`config.mk`:
```
export PLATFORM = sky130hd
export DESIGN_NAME = xim_top
export DESIGN_NICKNAME = d
export VERILOG_FILES = /design/src/xim_pkg.sv /design/src/xim_sel_slice.sv /design/src/xim_top.sv
export SDC_FILE = /design/constraint.sdc
export NUM_CORES = 1
export LEC_CHECK = 0
export BUFFER_PORTS_ARGS = -buffer_cell sky130_fd_sc_hd__buf_2
export CAP_MARGIN = 20
export CORE_MARGIN = 2
export CORE_UTILIZATION = 58
export CTS_BUF_LIST = sky130_fd_sc_hd__clkbuf_2
export CTS_CLUSTER_SIZE = 12
export DETAILED_ROUTE_END_ITERATION = 7
export PLACE_DENSITY = 0.9
export SLEW_MARGIN = 10
export SYNTH_ARGS = -nofsm -noshare
export SYNTH_HDL_FRONTEND = slang
export SYNTH_SLANG_ARGS = --single-unit
```
`constraint.sdc`:
```
create_clock -name sys_clk_i -period 10.9 [get_ports sys_clk_i]
set_input_delay 1.09 -clock sys_clk_i [delete_from_list [all_inputs] [get_ports sys_clk_i]]
set_output_delay 1.09 -clock sys_clk_i [all_outputs]
set_load 0.01 [all_outputs]
```
`src/xim_pkg.sv`:
```
// package for the extension interrupt multiplexer with hardware trap tracking
// assumes one system clock domain; shared by the select slice and the top level
package xim_pkg;

	// register indices on the local access port
	localparam logic [3:0] IDX_SEL0      = 4'h0;
	localparam logic [3:0] IDX_SEL3      = 4'h3;
	localparam logic [3:0] IDX_TRAP_FLAG = 4'h4;
	localparam logic [3:0] IDX_VCTL0     = 4'h5;
	localparam logic [3:0] IDX_VCTL3     = 4'h8;

	// select register layout: enables high byte, flags low byte
	localparam int SEL_EN_LSB   = 8;
	localparam int SEL_EN_MSB   = 15;
	localparam int SEL_FLAG_LSB = 0;
	localparam int SEL_FLAG_MSB = 7;

	// per-vector control register layout
	localparam int VCTL_LVL_LSB = 0;
	localparam int VCTL_LVL_MSB = 3;
	localparam int VCTL_IE_BIT  = 6;
	localparam int VCTL_IR_BIT  = 7;

	// reset values
	localparam logic [15:0] SEL_RST       = 16'h0000;
	localparam logic [15:0] VCTL_RST      = 16'h0000;
	localparam logic [7:0]  TRAP_FLAG_RST = 8'h00;

	// shared vector placement: word spaced locations, consecutive trap numbers
	localparam logic [23:0] SHARED_VEC_BASE  = 24'h000100;
	localparam logic [23:0] SHARED_VEC_STEP  = 24'h000004;
	localparam logic [7:0]  SHARED_TRAP_BASE = 8'h40;

	// hardware trap vectors: index 0 is the highest priority
	localparam int          TRAP_COUNT     = 8;
	localparam logic [23:0] TRAP_VEC_BASE  = 24'h000008;
	localparam logic [23:0] TRAP_VEC_STEP  = 24'h000008;
	localparam logic [7:0]  TRAP_NUM_BASE  = 8'h02;
	localparam logic [7:0]  TRAP_NUM_STEP  = 8'h02;

	// access request from the cpu side of the miscellaneous area
	typedef struct packed {
		logic        wr;
		logic        rd;
		logic [3:0]  idx;
		logic [15:0] wdata;
	} xim_acc_s;

endpackage

```
`src/xim_sel_slice.sv`:
```
// one select register with its sources and the shared request it builds
// assumes event inputs are one-cycle pulses from logic on the same clock
`timescale 1ns/100ps

module xim_sel_slice (
	input  wire logic        sys_clk_i,
	input  wire logic        sys_rst_i,
	input  wire logic [7:0]  src_evt_i,
	input  wire logic        wr_i,
	input  wire logic [15:0] wdata_i,
	output logic [15:0]      sel_o,
	output logic             req_o
);

	logic [15:0] sel_reg;
	logic [15:0] sel_next;

	////////////////////////////////////////////////////////////////////////
	// next value: enables are plain storage, flags clear on written zeros
	always_comb begin
		sel_next = sel_reg;
		if (wr_i) begin
			sel_next[xim_pkg::SEL_EN_MSB:xim_pkg::SEL_EN_LSB] =
				wdata_i[xim_pkg::SEL_EN_MSB:xim_pkg::SEL_EN_LSB];
			sel_next[xim_pkg::SEL_FLAG_MSB:xim_pkg::SEL_FLAG_LSB] =
				sel_reg[xim_pkg::SEL_FLAG_MSB:xim_pkg::SEL_FLAG_LSB]
				& wdata_i[xim_pkg::SEL_FLAG_MSB:xim_pkg::SEL_FLAG_LSB];
		end
		// events set flags after the clear so a clashing event is kept
		sel_next[xim_pkg::SEL_FLAG_MSB:xim_pkg::SEL_FLAG_LSB] =
			sel_next[xim_pkg::SEL_FLAG_MSB:xim_pkg::SEL_FLAG_LSB] | src_evt_i;
	end

	always_ff @(posedge sys_clk_i or posedge sys_rst_i) begin
		if (sys_rst_i) begin
			sel_reg <= xim_pkg::SEL_RST;
		end else begin
			sel_reg <= sel_next;
		end
	end

	// one request for all enabled flags; masked flags stay pollable only
	assign req_o = |(sel_reg[xim_pkg::SEL_FLAG_MSB:xim_pkg::SEL_FLAG_LSB]
		& sel_reg[xim_pkg::SEL_EN_MSB:xim_pkg::SEL_EN_LSB]);
	assign sel_o = sel_reg;
endmodule

```
`src/xim_top.sv`:
```
// extension interrupt multiplexer: four shared vectors, hardware trap flags
// assumes cpu, peripherals and trap sources all run on sys_clk_i
// Summary of operation
// - four 16-bit select registers, one per shared vector, each its own slice
// - select high byte holds one enable bit per multiplexed source
// - enable byte masks which sources may raise the shared vector
// - several enabled sources give one request; software reads flags to tell them apart
// - a flag records its event even while its enable is clear
// - registers reachable only with both area and bus enables set
// - shared vectors at consecutive word locations with consecutive trap numbers
// - a hardware trap cannot be masked and branches to its own vector
// - each hardware trap sets its own bit in the trap flag register
// - a trap preempts anything unless a trap of equal or higher priority is in service
// - no standard interrupt or event transfer interrupts a trap service
// - each shared vector has a control register: request, enable, 16-level priority
`timescale 1ns/100ps

module xim_top #(
	parameter int NUM_VEC = 4
) (
	input  wire logic                   sys_clk_i,
	input  wire logic                   sys_rst_i,
	input  wire logic                   misc_area_access_enable_i,
	input  wire logic                   ext_periph_bus_enable_i,
	input  wire xim_pkg::xim_acc_s      acc_i,
	output logic [15:0]                 rd_data_o,
	input  wire logic [NUM_VEC*8-1:0]   src_evt_i,
	input  wire logic [7:0]             trap_evt_i,
	input  wire logic                   trap_ack_i,
	input  wire logic                   trap_done_i,
	output logic                        trap_req_o,
	output logic [7:0]                  trap_num_o,
	output logic [23:0]                 trap_vec_o,
	output logic [NUM_VEC-1:0]          shared_vector_o,
	input  wire logic                   irq_ack_i,
	output logic                        irq_req_o,
	output logic [7:0]                  irq_trap_num_o,
	output logic [23:0]                 irq_vec_o,
	output logic [3:0]                  irq_level_o
);

	////////////////////////////////////////////////////////////////////////
	// helpers

	// lowest set bit wins: trap index 0 is the most urgent
	function automatic logic [3:0] first_set(input logic [7:0] v);
		logic [3:0] r;
		r = 4'h8;
		for (int i = 7; i >= 0; i--) begin
			if (v[i]) begin
				r = 4'(i);
			end
		end
		return r;
	endfunction

	////////////////////////////////////////////////////////////////////////
	// access gating

	logic        acc_ok;
	logic        wr_ok;
	logic [15:0] sel_q [NUM_VEC];
	logic [NUM_VEC-1:0] slice_wr;

	// both enables must be on, otherwise the area is invisible
	assign acc_ok = misc_area_access_enable_i & ext_periph_bus_enable_i;
	assign wr_ok  = acc_i.wr & acc_ok;

	////////////////////////////////////////////////////////////////////////
	// select register slices, one replicated structure per vector

	for (genvar g = 0; g < NUM_VEC; g++) begin : g_vec
		assign slice_wr[g] = wr_ok && (acc_i.idx == 4'(g));
		xim_sel_slice u_slice (
			.sys_clk_i (sys_clk_i),
			.sys_rst_i (sys_rst_i),
			.src_evt_i (src_evt_i[g*8 +: 8]),
			.wr_i      (slice_wr[g]),
			.wdata_i   (acc_i.wdata),
			.sel_o     (sel_q[g]),
			.req_o     (shared_vector_o[g])
		);
	end

	////////////////////////////////////////////////////////////////////////
	// per-vector control: request flag, enable flag, priority level

	logic [15:0]        vctl_reg [NUM_VEC];
	logic [15:0]        vctl_next [NUM_VEC];
	logic [NUM_VEC-1:0] shared_prev_reg;
	logic [NUM_VEC-1:0] shared_prev_next;
	logic [1:0]         irq_idx_reg;
	logic [1:0]         irq_idx_next;
	logic               irq_req_reg;
	logic               irq_req_next;
	logic [3:0]         irq_lvl_reg;
	logic [3:0]         irq_lvl_next;
	logic [7:0]         trap_isr_reg;

	// request flag sets on a rising shared request, so an unserviced level
	// does not refire after acknowledge; set wins over clear
	always_comb begin
		shared_prev_next = shared_vector_o;
		for (int v = 0; v < NUM_VEC; v++) begin
			vctl_next[v] = vctl_reg[v];
			if (wr_ok && acc_i.idx == 4'(v + 5)) begin
				vctl_next[v] = acc_i.wdata;
			end
			if (irq_ack_i && irq_req_reg && irq_idx_reg == 2'(v)) begin
				vctl_next[v][xim_pkg::VCTL_IR_BIT] = 1'b0;
			end
			if (shared_vector_o[v] && !shared_prev_reg[v]) begin
				vctl_next[v][xim_pkg::VCTL_IR_BIT] = 1'b1;
			end
			vctl_next[v][15:8] = 8'h00;
			vctl_next[v][5:4]  = 2'h0;
		end
	end

	// arbitration: highest level wins, lower vector breaks ties
	logic       arb_found;
	logic [1:0] arb_idx;
	logic [3:0] arb_lvl;
	always_comb begin
		arb_found = 1'b0;
		arb_idx   = 2'h0;
		arb_lvl   = 4'h0;
		for (int v = 0; v < NUM_VEC; v++) begin
			if (vctl_reg[v][xim_pkg::VCTL_IR_BIT] && vctl_reg[v][xim_pkg::VCTL_IE_BIT] &&
				(!arb_found ||
				vctl_reg[v][xim_pkg::VCTL_LVL_MSB:xim_pkg::VCTL_LVL_LSB] > arb_lvl)) begin
				arb_found = 1'b1;
				arb_idx   = 2'(v);
				arb_lvl   = vctl_reg[v][xim_pkg::VCTL_LVL_MSB:xim_pkg::VCTL_LVL_LSB];
			end
		end
		// a trap service shuts out every ordinary request and event transfer
		// the acknowledge cycle of a trap is shut out too, so no request shows in its first cycle
		irq_req_next = arb_found && (trap_isr_reg == 8'h00) && !irq_ack_i && !trap_ack_i;
		irq_idx_next = arb_idx;
		irq_lvl_next = arb_lvl;
	end

	always_ff @(posedge sys_clk_i or posedge sys_rst_i) begin
		if (sys_rst_i) begin
			for (int v = 0; v < NUM_VEC; v++) begin
				vctl_reg[v] <= xim_pkg::VCTL_RST;
			end
			shared_prev_reg <= '0;
			irq_req_reg     <= 1'b0;
			irq_idx_reg     <= 2'h0;
			irq_lvl_reg     <= 4'h0;
		end else begin
			for (int v = 0; v < NUM_VEC; v++) begin
				vctl_reg[v] <= vctl_next[v];
			end
			shared_prev_reg <= shared_prev_next;
			irq_req_reg     <= irq_req_next;
			irq_idx_reg     <= irq_idx_next;
			irq_lvl_reg     <= irq_lvl_next;
		end
	end

	// consecutive word-spaced locations and trap numbers
	assign irq_req_o      = irq_req_reg;
	assign irq_level_o    = irq_lvl_reg;
	assign irq_vec_o      = xim_pkg::SHARED_VEC_BASE
		+ 24'(irq_idx_reg) * xim_pkg::SHARED_VEC_STEP;
	assign irq_trap_num_o = xim_pkg::SHARED_TRAP_BASE + 8'(irq_idx_reg);

	////////////////////////////////////////////////////////////////////////
	// hardware traps: flags, pending, nested in-service stack

	logic [7:0] trap_flag_reg;
	logic [7:0] trap_flag_next;
	logic [7:0] trap_pend_reg;
	logic [7:0] trap_pend_next;
	logic [7:0] trap_isr_next;
	logic       trap_req_reg;
	logic       trap_req_next;
	logic [2:0] trap_idx_reg;
	logic [2:0] trap_idx_next;
	logic [3:0] pend_top;
	logic [3:0] isr_top;

	// no mask exists for traps: every event is flagged and becomes pending
	always_comb begin
		trap_flag_next = trap_flag_reg;
		trap_pend_next = trap_pend_reg;
		trap_isr_next  = trap_isr_reg;
		if (wr_ok && acc_i.idx == xim_pkg::IDX_TRAP_FLAG) begin
			trap_flag_next = trap_flag_reg & acc_i.wdata[7:0];
		end
		if (trap_done_i) begin
			// the most urgent service in progress is the one returning
			trap_isr_next = trap_isr_reg & (trap_isr_reg - 8'h01);
		end
		if (trap_ack_i && trap_req_reg) begin
			trap_pend_next[trap_idx_reg] = 1'b0;
			trap_isr_next[trap_idx_reg]  = 1'b1;
		end
		trap_flag_next = trap_flag_next | trap_evt_i;
		trap_pend_next = trap_pend_next | trap_evt_i;
		pend_top = first_set(trap_pend_reg);
		isr_top  = first_set(trap_isr_reg);
		// preempt only when strictly more urgent than the running service
		trap_req_next = (pend_top < isr_top) && !(trap_ack_i && trap_req_reg);
		trap_idx_next = pend_top[2:0];
	end

	always_ff @(posedge sys_clk_i or posedge sys_rst_i) begin
		if (sys_rst_i) begin
			trap_flag_reg <= xim_pkg::TRAP_FLAG_RST;
			trap_pend_reg <= 8'h00;
			trap_isr_reg  <= 8'h00;
			trap_req_reg  <= 1'b0;
			trap_idx_reg  <= 3'h0;
		end else begin
			trap_flag_reg <= trap_flag_next;
			trap_pend_reg <= trap_pend_next;
			trap_isr_reg  <= trap_isr_next;
			trap_req_reg  <= trap_req_next;
			trap_idx_reg  <= trap_idx_next;
		end
	end

	// each trap has its own dedicated vector location and number
	assign trap_req_o = trap_req_reg;
	assign trap_vec_o = xim_pkg::TRAP_VEC_BASE
		+ 24'(trap_idx_reg) * xim_pkg::TRAP_VEC_STEP;
	assign trap_num_o = xim_pkg::TRAP_NUM_BASE
		+ 8'(trap_idx_reg) * xim_pkg::TRAP_NUM_STEP;

	////////////////////////////////////////////////////////////////////////
	// read port: one cycle latency, zero when the area is closed

	logic [15:0] rd_data_reg;
	logic [15:0] rd_data_next;
	always_comb begin
		rd_data_next = 16'h0000;
		if (acc_i.rd && acc_ok) begin
			if (acc_i.idx <= xim_pkg::IDX_SEL3) begin
				rd_data_next = sel_q[acc_i.idx[1:0]];
			end else if (acc_i.idx == xim_pkg::IDX_TRAP_FLAG) begin
				rd_data_next = {8'h00, trap_flag_reg};
			end else if (acc_i.idx >= xim_pkg::IDX_VCTL0 && acc_i.idx <= xim_pkg::IDX_VCTL3) begin
				rd_data_next = vctl_reg[2'(acc_i.idx - xim_pkg::IDX_VCTL0)];
			end
		end
	end

	always_ff @(posedge sys_clk_i or posedge sys_rst_i) begin
		if (sys_rst_i) begin
			rd_data_reg <= 16'h0000;
		end else begin
			rd_data_reg <= rd_data_next;
		end
	end
	assign rd_data_o = rd_data_reg;
endmodule

```
==> metrics.yaml, run 1 <==
worst_hold_path:
  hp-class: "in -> async"
cts:
  htree_levels: 4
  cts_inserted_buffers: 17
  clock_latency_ns: 0.73
  root_buffer: "clkbuf_2"
  cts_resized: 0
  clk_path_buf_depth: 2
  cts_setup_buffers: 0
  cts_tree: "built"
  clock_sinks: 143
  cts_hold_buf: 0
  clkTransAtPathRegs_ns: 0.20
logic_synthesis:
  synth_seq_cells: 143
  synth_top_area_cell: "dfrtp_1"
  yosys.area_share.simple: 0.119
  synth_top_family_by_area: "multiplexers"
  synth_compound_area_frac: 0.117
  synthArstFlopShare: 1.00
  yosys-top-cells-count: "dfrtp_1, buf_4, o21ai_0"
  synth-seq-area-share: 0.475
  synth_cell_types: 59
  synth-edff-count: 0
  synth_top_flop_cell: "dfrtp_1"
  synthMuxAreaShare: 0.155
  syn-cell-area_sq_um: 7540
  synth_area_leaders: "dfrtp_1, mux2_2, buf_4"
  syn_inst: 663
  synth-xor-area-share: 0.00116
  synth_fa_ha_area_frac: 0.0332
  yosysTopAreaCellShare: 0.475
  syn_avg_cell_area_sq_um: 11.4
  yosysMostFrequentCell: "dfrtp_1"
  ys_warn_count: 0
drt:
  drc_errors: 0
  detail_route.vias_per_cell: 5.87
  drt_iter0_markers: 521
  num_vias: 5520
  ant_nets: 0
  dr.pass1.iters: 7
  avgRoutedWirePerCell_um: 18.8
  wirelength_um: 17700
power:
  power_frac_seq: 0.518
  clock_power_share: 0.258
  power.switching_fraction: 0.317
  p_per_area_nw_per_um2: 150
  p_leak_nw: 3.76
  pwr-share-comb: 0.224
  ir_drop_mv: 0.0839
  switching_power_mw: 0.385
  intPower_mw: 0.832
place:
  place.gp.congestion: 0.930
  dp_hpwl_um: 13100
  placed_cell_area_sq_um: 7880
  portBuffers: 106
  post-place-ws_ns: 6.08
layout:
  largest_reg_flops: 64
  drive_gt1_frac: 0.296
  area_growth_pct: 7.75
  nNetsFinal: 846
  diodes: 0
  final_area_sq_um: 8120
timing:
  hold_ws_ns: 0.433
  finalSetupViolations: 0
  worst_clock_skew_ns: 0.0276
  hold_violations: 0
  tns_ns: 0
  worst_slew_pin_slew_ns: 0.896
  setup_ws_ns: 6.03
  finalCritPeriodShare: 0.447
  fin_crit_ns: 4.87
  fmax_ghz: 0.205
  relSlewSlack: 0.403
  rsz0062_at_grt: "no"
  finalMaxSlewViolations: 0
floorplan:
  start_util: 0.595
  die_h_um: 118
  die_w_um: 118
  rows: 41
  core_sq_um: 12700
  ios: 159
  dieArea_sq_um: 13900
global_route:
  grt_max_degree: 74
  grt_usage: 0.263
  grt_pass1_wl_um: 28100
  grt_overflow: 0
  grt_pass1_vias: 5255
  antenna_found_initial: 0
setup_path:
  r2r_slack_ns: 6.03
  worstSetupPathType: "reg -> reg"
  path_max_fanout: 10
  start_kind: "flip-flop"
  worstPathArrival_ns: 5.52
  reg2reg_depth: 16
  worstPathRequired_ns: 11.55
  critPathCaptureType: "flip-flop"
flow_run:
  maxCapViolCount: 0
outcome:
  status: "finished clean"
routing by layer:
layer | track usage | share of wire
met2 | 0.399 | 0.47
met3 | 0.0552 | 0.078
met4 | 0.111 | 0.031
met1 | 0.371 | 0.42
met5 | 0 | 0
power groups by stage:
stage	Combinational (mW)	Sequential (mW)	Clock (mW)
2_1_floorplan	0.211	0.630	0
3_3_place_gp	0.263	0.637	0
3_5_place_dp	0.270	0.640	0
4_1_cts	0.271	0.630	0.317
5_1_grt	0.299	0.639	0.342
6_report	0.272	0.631	0.314
path summary, 6_finish.rpt:
kind	from	endpoint
min reg2reg	shared_prev_reg[1]	vctl_reg[39]
max	vctl_reg[55]	irq_level_o[1]
min	sys_rst_i	vctl_reg[1]
min in group sys_clk_i	shared_prev_reg[1]	vctl_reg[39]
max reg2reg	vctl_reg[55]	irq_level_o[1]
max in group asynchronous	sys_rst_i	g_vec[1].u_slice.sel_o[1]
area by class of cell:
| class | instances | area, sq um |
|---|---|---|
| Multi-Input combinational cell | 449 | 3400 |
| Sequential cell | 143 | 3580 |
| Fill cell | 977 | 4550 |
| Inverter | 39 | 151 |
| Timing Repair Buffer | 107 | 538 |
| Tap cell | 172 | 215 |
| Clock inverter | 11 | 144 |
| Clock buffer | 19 | 95.1 |
per-stage QoR:
step | utilization | power, mW | std cells
3_3_place_gp | 0.622 | 0.900 | 910
2_1_floorplan | - | 0.841 | 713
4_1_cts | 0.641 | 1.22 | 940
6_report | 0.641 | 1.22 | 940
5_1_grt | 0.641 | 1.28 | 940
3_5_place_dp | 0.622 | 0.910 | 910
cell usage in the layout, fill, tap and decap left out, drive strengths merged, types with 4 or more instances in the layout:
cell,netlist,final
a21o,10,10
a21oi,17,17
a221oi,4,4
a22oi,17,17
buf,77,107
clkbuf,5,19
clkinv,0,6
conb,2,52
dfrtp,143,143
ha,20,20
inv,39,39
mux2,55,55
mux2i,5,5
mux4,22,22
nand2,32,32
nand2b,48,48
nand3,10,10
nand4,8,8
nor2,19,19
nor2b,16,16
nor3,6,6
nor3b,8,8
o21ai,57,57
o22ai,6,6
logic make-up after synthesis:
| family | after synthesis |
|---|---|
| xor gates and xnor gates | 1 |
| DFF | 143 |
| adders and majority gates | 20 |
| AOI/OAI and AO/OA | 136 |
| other | 2 |
| buffers and inverters | 121 |
| and+or+nand+nor | 158 |
| muxes | 82 |
critical path: stages (launching register included):
cell	delay, ns
dfrtp_1	0.53
nand3_1	0.18
ha_1	0.33
nand2_1	0.07
o311ai_1	0.26
a21o_1	0.22
mux2_2	0.40
ha_1	0.29
nor2b_1	0.13
o211ai_1	0.10
a31oi_2	0.51
mux2_2	0.40
ha_1	0.29
and4_1	0.24
o31ai_4	0.47
nor2_4	0.08
a221oi_1	0.27
No activity file was read; power rests on OpenSTA's default activity.
==> run 2: changes to the inputs <==
--- a/config.mk
+++ b/config.mk
@@ -5,14 +5,15 @@
 export SDC_FILE = /design/constraint.sdc
 export NUM_CORES = 1
 export LEC_CHECK = 0
+export ABC_AREA = 1
 export BUFFER_PORTS_ARGS = -buffer_cell sky130_fd_sc_hd__buf_2
 export CAP_MARGIN = 20
 export CORE_MARGIN = 2
-export CORE_UTILIZATION = 58
+export CORE_UTILIZATION = 52
 export CTS_BUF_LIST = sky130_fd_sc_hd__clkbuf_2
 export CTS_CLUSTER_SIZE = 12
 export DETAILED_ROUTE_END_ITERATION = 7
-export PLACE_DENSITY = 0.9
+export PLACE_DENSITY = 0.85
 export SLEW_MARGIN = 10
 export SYNTH_ARGS = -nofsm -noshare
 export SYNTH_HDL_FRONTEND = slang
==> constraint.sdc (replaced) <==
create_clock -name sys_clk_i -period 4.37 [get_ports sys_clk_i]
set_input_delay 0.437 -clock sys_clk_i [delete_from_list [all_inputs] [get_ports sys_clk_i]]
set_output_delay 0.437 -clock sys_clk_i [all_outputs]
set_load 0.01 [all_outputs]
==> metrics.yaml, run 2 <==
logic_synthesis:
  ys_warn_count: 0  # unchanged
  syn-cell-area_sq_um: 7660  # was 7540 sq um
  synthArstFlopShare: 1.00  # unchanged
  synth_top_area_cell: "dfrtp_1"  # unchanged
  syn_inst: 946  # was 663
  synth_cell_types: 37  # was 59
  yosysMostFrequentCell: "nand2_1"  # was dfrtp_1
  synth-seq-area-share: 0.467  # was 0.475
  syn_avg_cell_area_sq_um: 8.10  # was 11.4 sq um
  yosys-top-cells-count: "nand2_1, dfrtp_1, inv_1"  # was dfrtp_1, buf_4, o21ai_0
  synth_top_flop_cell: "dfrtp_1"  # unchanged
  synth-edff-count: 0  # unchanged
  yosysTopAreaCellShare: 0.467  # was 0.475
  synth_area_leaders: "dfrtp_1, nand2_1, o21ai_0"  # was dfrtp_1, mux2_2, buf_4
  synth_seq_cells: 143  # unchanged
global_route:
  grt_pass1_wl_um: 32300  # was 28,100 um
  grt_overflow: 0  # unchanged
  grt_util_met1: 0.343  # was 0.371
  grt_max_degree: 117  # was 74
  gr-usage-met3: 0.0543  # was 0.0552
  top_usage_layer: "met2"  # unchanged
  antenna_found_initial: 1  # was 0
  grt_pass1_vias: 6602  # was 5,255
  grt_usage: 0.264  # was 0.263
  met2_usage: 0.428  # was 0.399
layout:
  nNetsFinal: 1204  # was 846
  area_growth_pct: 18.1  # was 7.75%
  largest_reg_flops: 64  # unchanged
  layout.area.seq_sq_um: 3580  # unchanged
  fin_util: 0.625  # was 0.641
  final_area_sq_um: 9050  # was 8120 sq um
  final_cell_mix: "nand2_1, dfrtp_1, inv_1"  # was dfrtp_1, buf_2, o21ai_0
  drive_gt1_frac: 0.159  # was 0.296
  layout_commonest_cell: "nand2_1"  # was dfrtp_1
  fill_cells: 1254  # was 977
  fin_cells: 1313  # was 940
  multi_input_area_sq_um: 3110  # was 3400 sq um
cts:
  cts_tree: "built"  # unchanged
  clk_path_buf_depth: 2  # unchanged
  clkTransAtPathRegs_ns: 0.21  # was 0.20 ns
  cts_inserted_buffers: 17  # unchanged
  clock_latency_ns: 0.75  # was 0.73 ns
  root_buffer: "clkbuf_2"  # unchanged
  clock_sinks: 143  # unchanged
  htree_levels: 4  # unchanged
power:
  ir_drop_mv: 0.180  # was 0.0839 mV
  power_mw: 3.02  # was 1.22 mW
  p_per_area_nw_per_um2: 333  # was 150 nW/um^2
  p_leak_nw: 4.68  # was 3.76 nW
worst_hold_path:
  whs_endpoint: "g_vec[2].u_slice.sel_o[4]"
  hold_depth: 3
  hp-start: "acc_i[4]"
  hp-class: "in -> reg"  # was in -> async
timing:
  finalSetupViolations: 0  # unchanged
  relSlewSlack: 0.616  # was 0.403
  hold_violations: 0  # unchanged
  finalMaxSlewViolations: 0  # unchanged
  fmax_ghz: 0.251  # was 0.205 GHz
  fin_crit_ns: 3.98  # was 4.87 ns
  setup_ws_ns: 0.393  # was 6.03 ns
  worst_clock_skew_ns: 0.0232  # was 0.0276 ns
  rsz0062_at_grt: "no"  # unchanged
  worst_slew_pin_slew_ns: 0.576  # was 0.896 ns
  finalCritPeriodShare: 0.910  # was 0.447
  hold_ws_ns: 0.0531  # was 0.433 ns
  tns_ns: 0  # unchanged
place:
  post-place-cells: 1205  # was 910
  dp_hpwl_um: 14800  # was 13,100 um
  post-place-ws_ns: 0.418  # was 6.08 ns
  place.gp.congestion: 0.958  # was 0.930
  portBuffers: 106  # unchanged
  placed_cell_area_sq_um: 8040  # was 7880 sq um
drt:
  wirelength_um: 20600  # was 17,700 um
  detail_route.vias_per_cell: 5.24  # was 5.87
  drt_iter0_markers: 593  # was 521
  ant_nets: 0  # unchanged
  avgRoutedWirePerCell_um: 15.7  # was 18.8 um
  num_vias: 6874  # was 5,520
  drc_errors: 0  # unchanged
  dr.pass1.iters: 5  # was 7
floorplan:
  rows: 44  # was 41
  core_sq_um: 14500  # was 12,700 sq um
  ios: 159  # unchanged
  dieArea_sq_um: 15700  # was 13,900 sq um
  die_w_um: 125  # was 118 um
  die_h_um: 125  # was 118 um
  start_util: 0.529  # was 0.595
setup_path:
  crit_top_cell: "nand2_1"  # was ha_1
  worstPathArrival_ns: 4.65  # was 5.52 ns
  critPathCaptureType: "flip-flop"  # unchanged
  max_stage_delay_ns: 0.42  # was 0.53 ns
  reg2reg_depth: 32  # was 16
  worstSetupPathType: "reg -> reg"  # unchanged
  path_max_fanout: 6  # was 10
  timing.rr.start: "vctl_reg[55]"  # unchanged
  r2r_slack_ns: 0.39  # was 6.03 ns
  crit_path_top_delay_cell: "dfrtp_1"  # unchanged
  r2r_end: "irq_level_o[1]"  # unchanged
  worstPathRequired_ns: 5.04  # was 11.55 ns
  start_kind: "flip-flop"  # unchanged
flow_run:
  maxCapViolCount: 0  # unchanged
outcome:
  status: "finished clean"  # unchanged
[run 2: critical path: cells and delay by family (launching register included)]
| family | cells | cell delay, ns |
|---|---|---|
| AOI/OAI and AO/OA | 5 | 0.62 |
| adders and majority gates | 3 | 0.77 |
| buffers and inverters | 5 | 0.31 |
| DFF | 1 | 0.42 |
| and+or+nand+nor | 19 | 1.79 |
[run 2: where the power goes]
group / switching (mW) / leakage, nW / internal, mW
logic: 0.441 / 2.96 / 0.265
registers: 0.0936 / 1.59 / 1.45
clock network: 0.495 / 0.125 / 0.266
total: 1.03 / 4.68 / 1.99
[run 2: final cells by class]
cell class,instances,share of cell area
antenna,1,0.000277
clock buffer,19,0.0105
sequential,143,0.395
tap,184,0.0254
inverter,150,0.0636
timing repair buffer,184,0.146
multi-input combinational,619,0.344
clock inverter,13,0.0153
[run 2: kinds of logic (layout without fill, tap and decap cells)]
| kind of cell | count (synthesis) | in the layout | synth area share |
|---|---|---|---|
| compound gates | 237 | 237 | 0.175 |
| xor+xnor | 1 | 1 | 0.00114 |
| fa+ha+maj | 20 | 20 | 0.0327 |
| buf+inv | 234 | 366 | 0.152 |
| flops | 143 | 143 | 0.467 |
| other cells | 2 | 53 | 0.000980 |
| simple gates | 309 | 309 | 0.171 |
[run 2: per-layer routing]
| metal | up-vias | wire length [um] |
|---|---|---|
| li1 | 3275 | - |
| met1 | 3153 | 8310 |
| met2 | 381 | 9760 |
| met3 | 65 | 1840 |
| met4 | 0 | 730 |
| met5 | - | 0 |
[run 2: worst max path at each step]
stage | cells past startpoint | slack [ns] | end | startpoint
final | 32 | 0.39 | irq_level_o[1] | vctl_reg[55]
after global routing | 32 | 0.05 | irq_level_o[1] | vctl_reg[54]
after CTS | 32 | 0.36 | irq_level_o[3] | vctl_reg[55]
after detailed placement | 32 | 0.42 | irq_level_o[3] | vctl_reg[55]
after global placement | 32 | 0.58 | irq_level_o[0] | vctl_reg[55]
after floorplan | 1 | 0.1 | g_vec[0].u_slice.sel_o[0] | sys_rst_i
[run 2: what timing repair did]
action / CTS / global route
setup endpoints to repair: 0 / 6
hold buffers: 73 / 0
resized for setup: 0 / 4
setup buffers: 0 / 1
endpoints found under the hold margin: 202 / 0
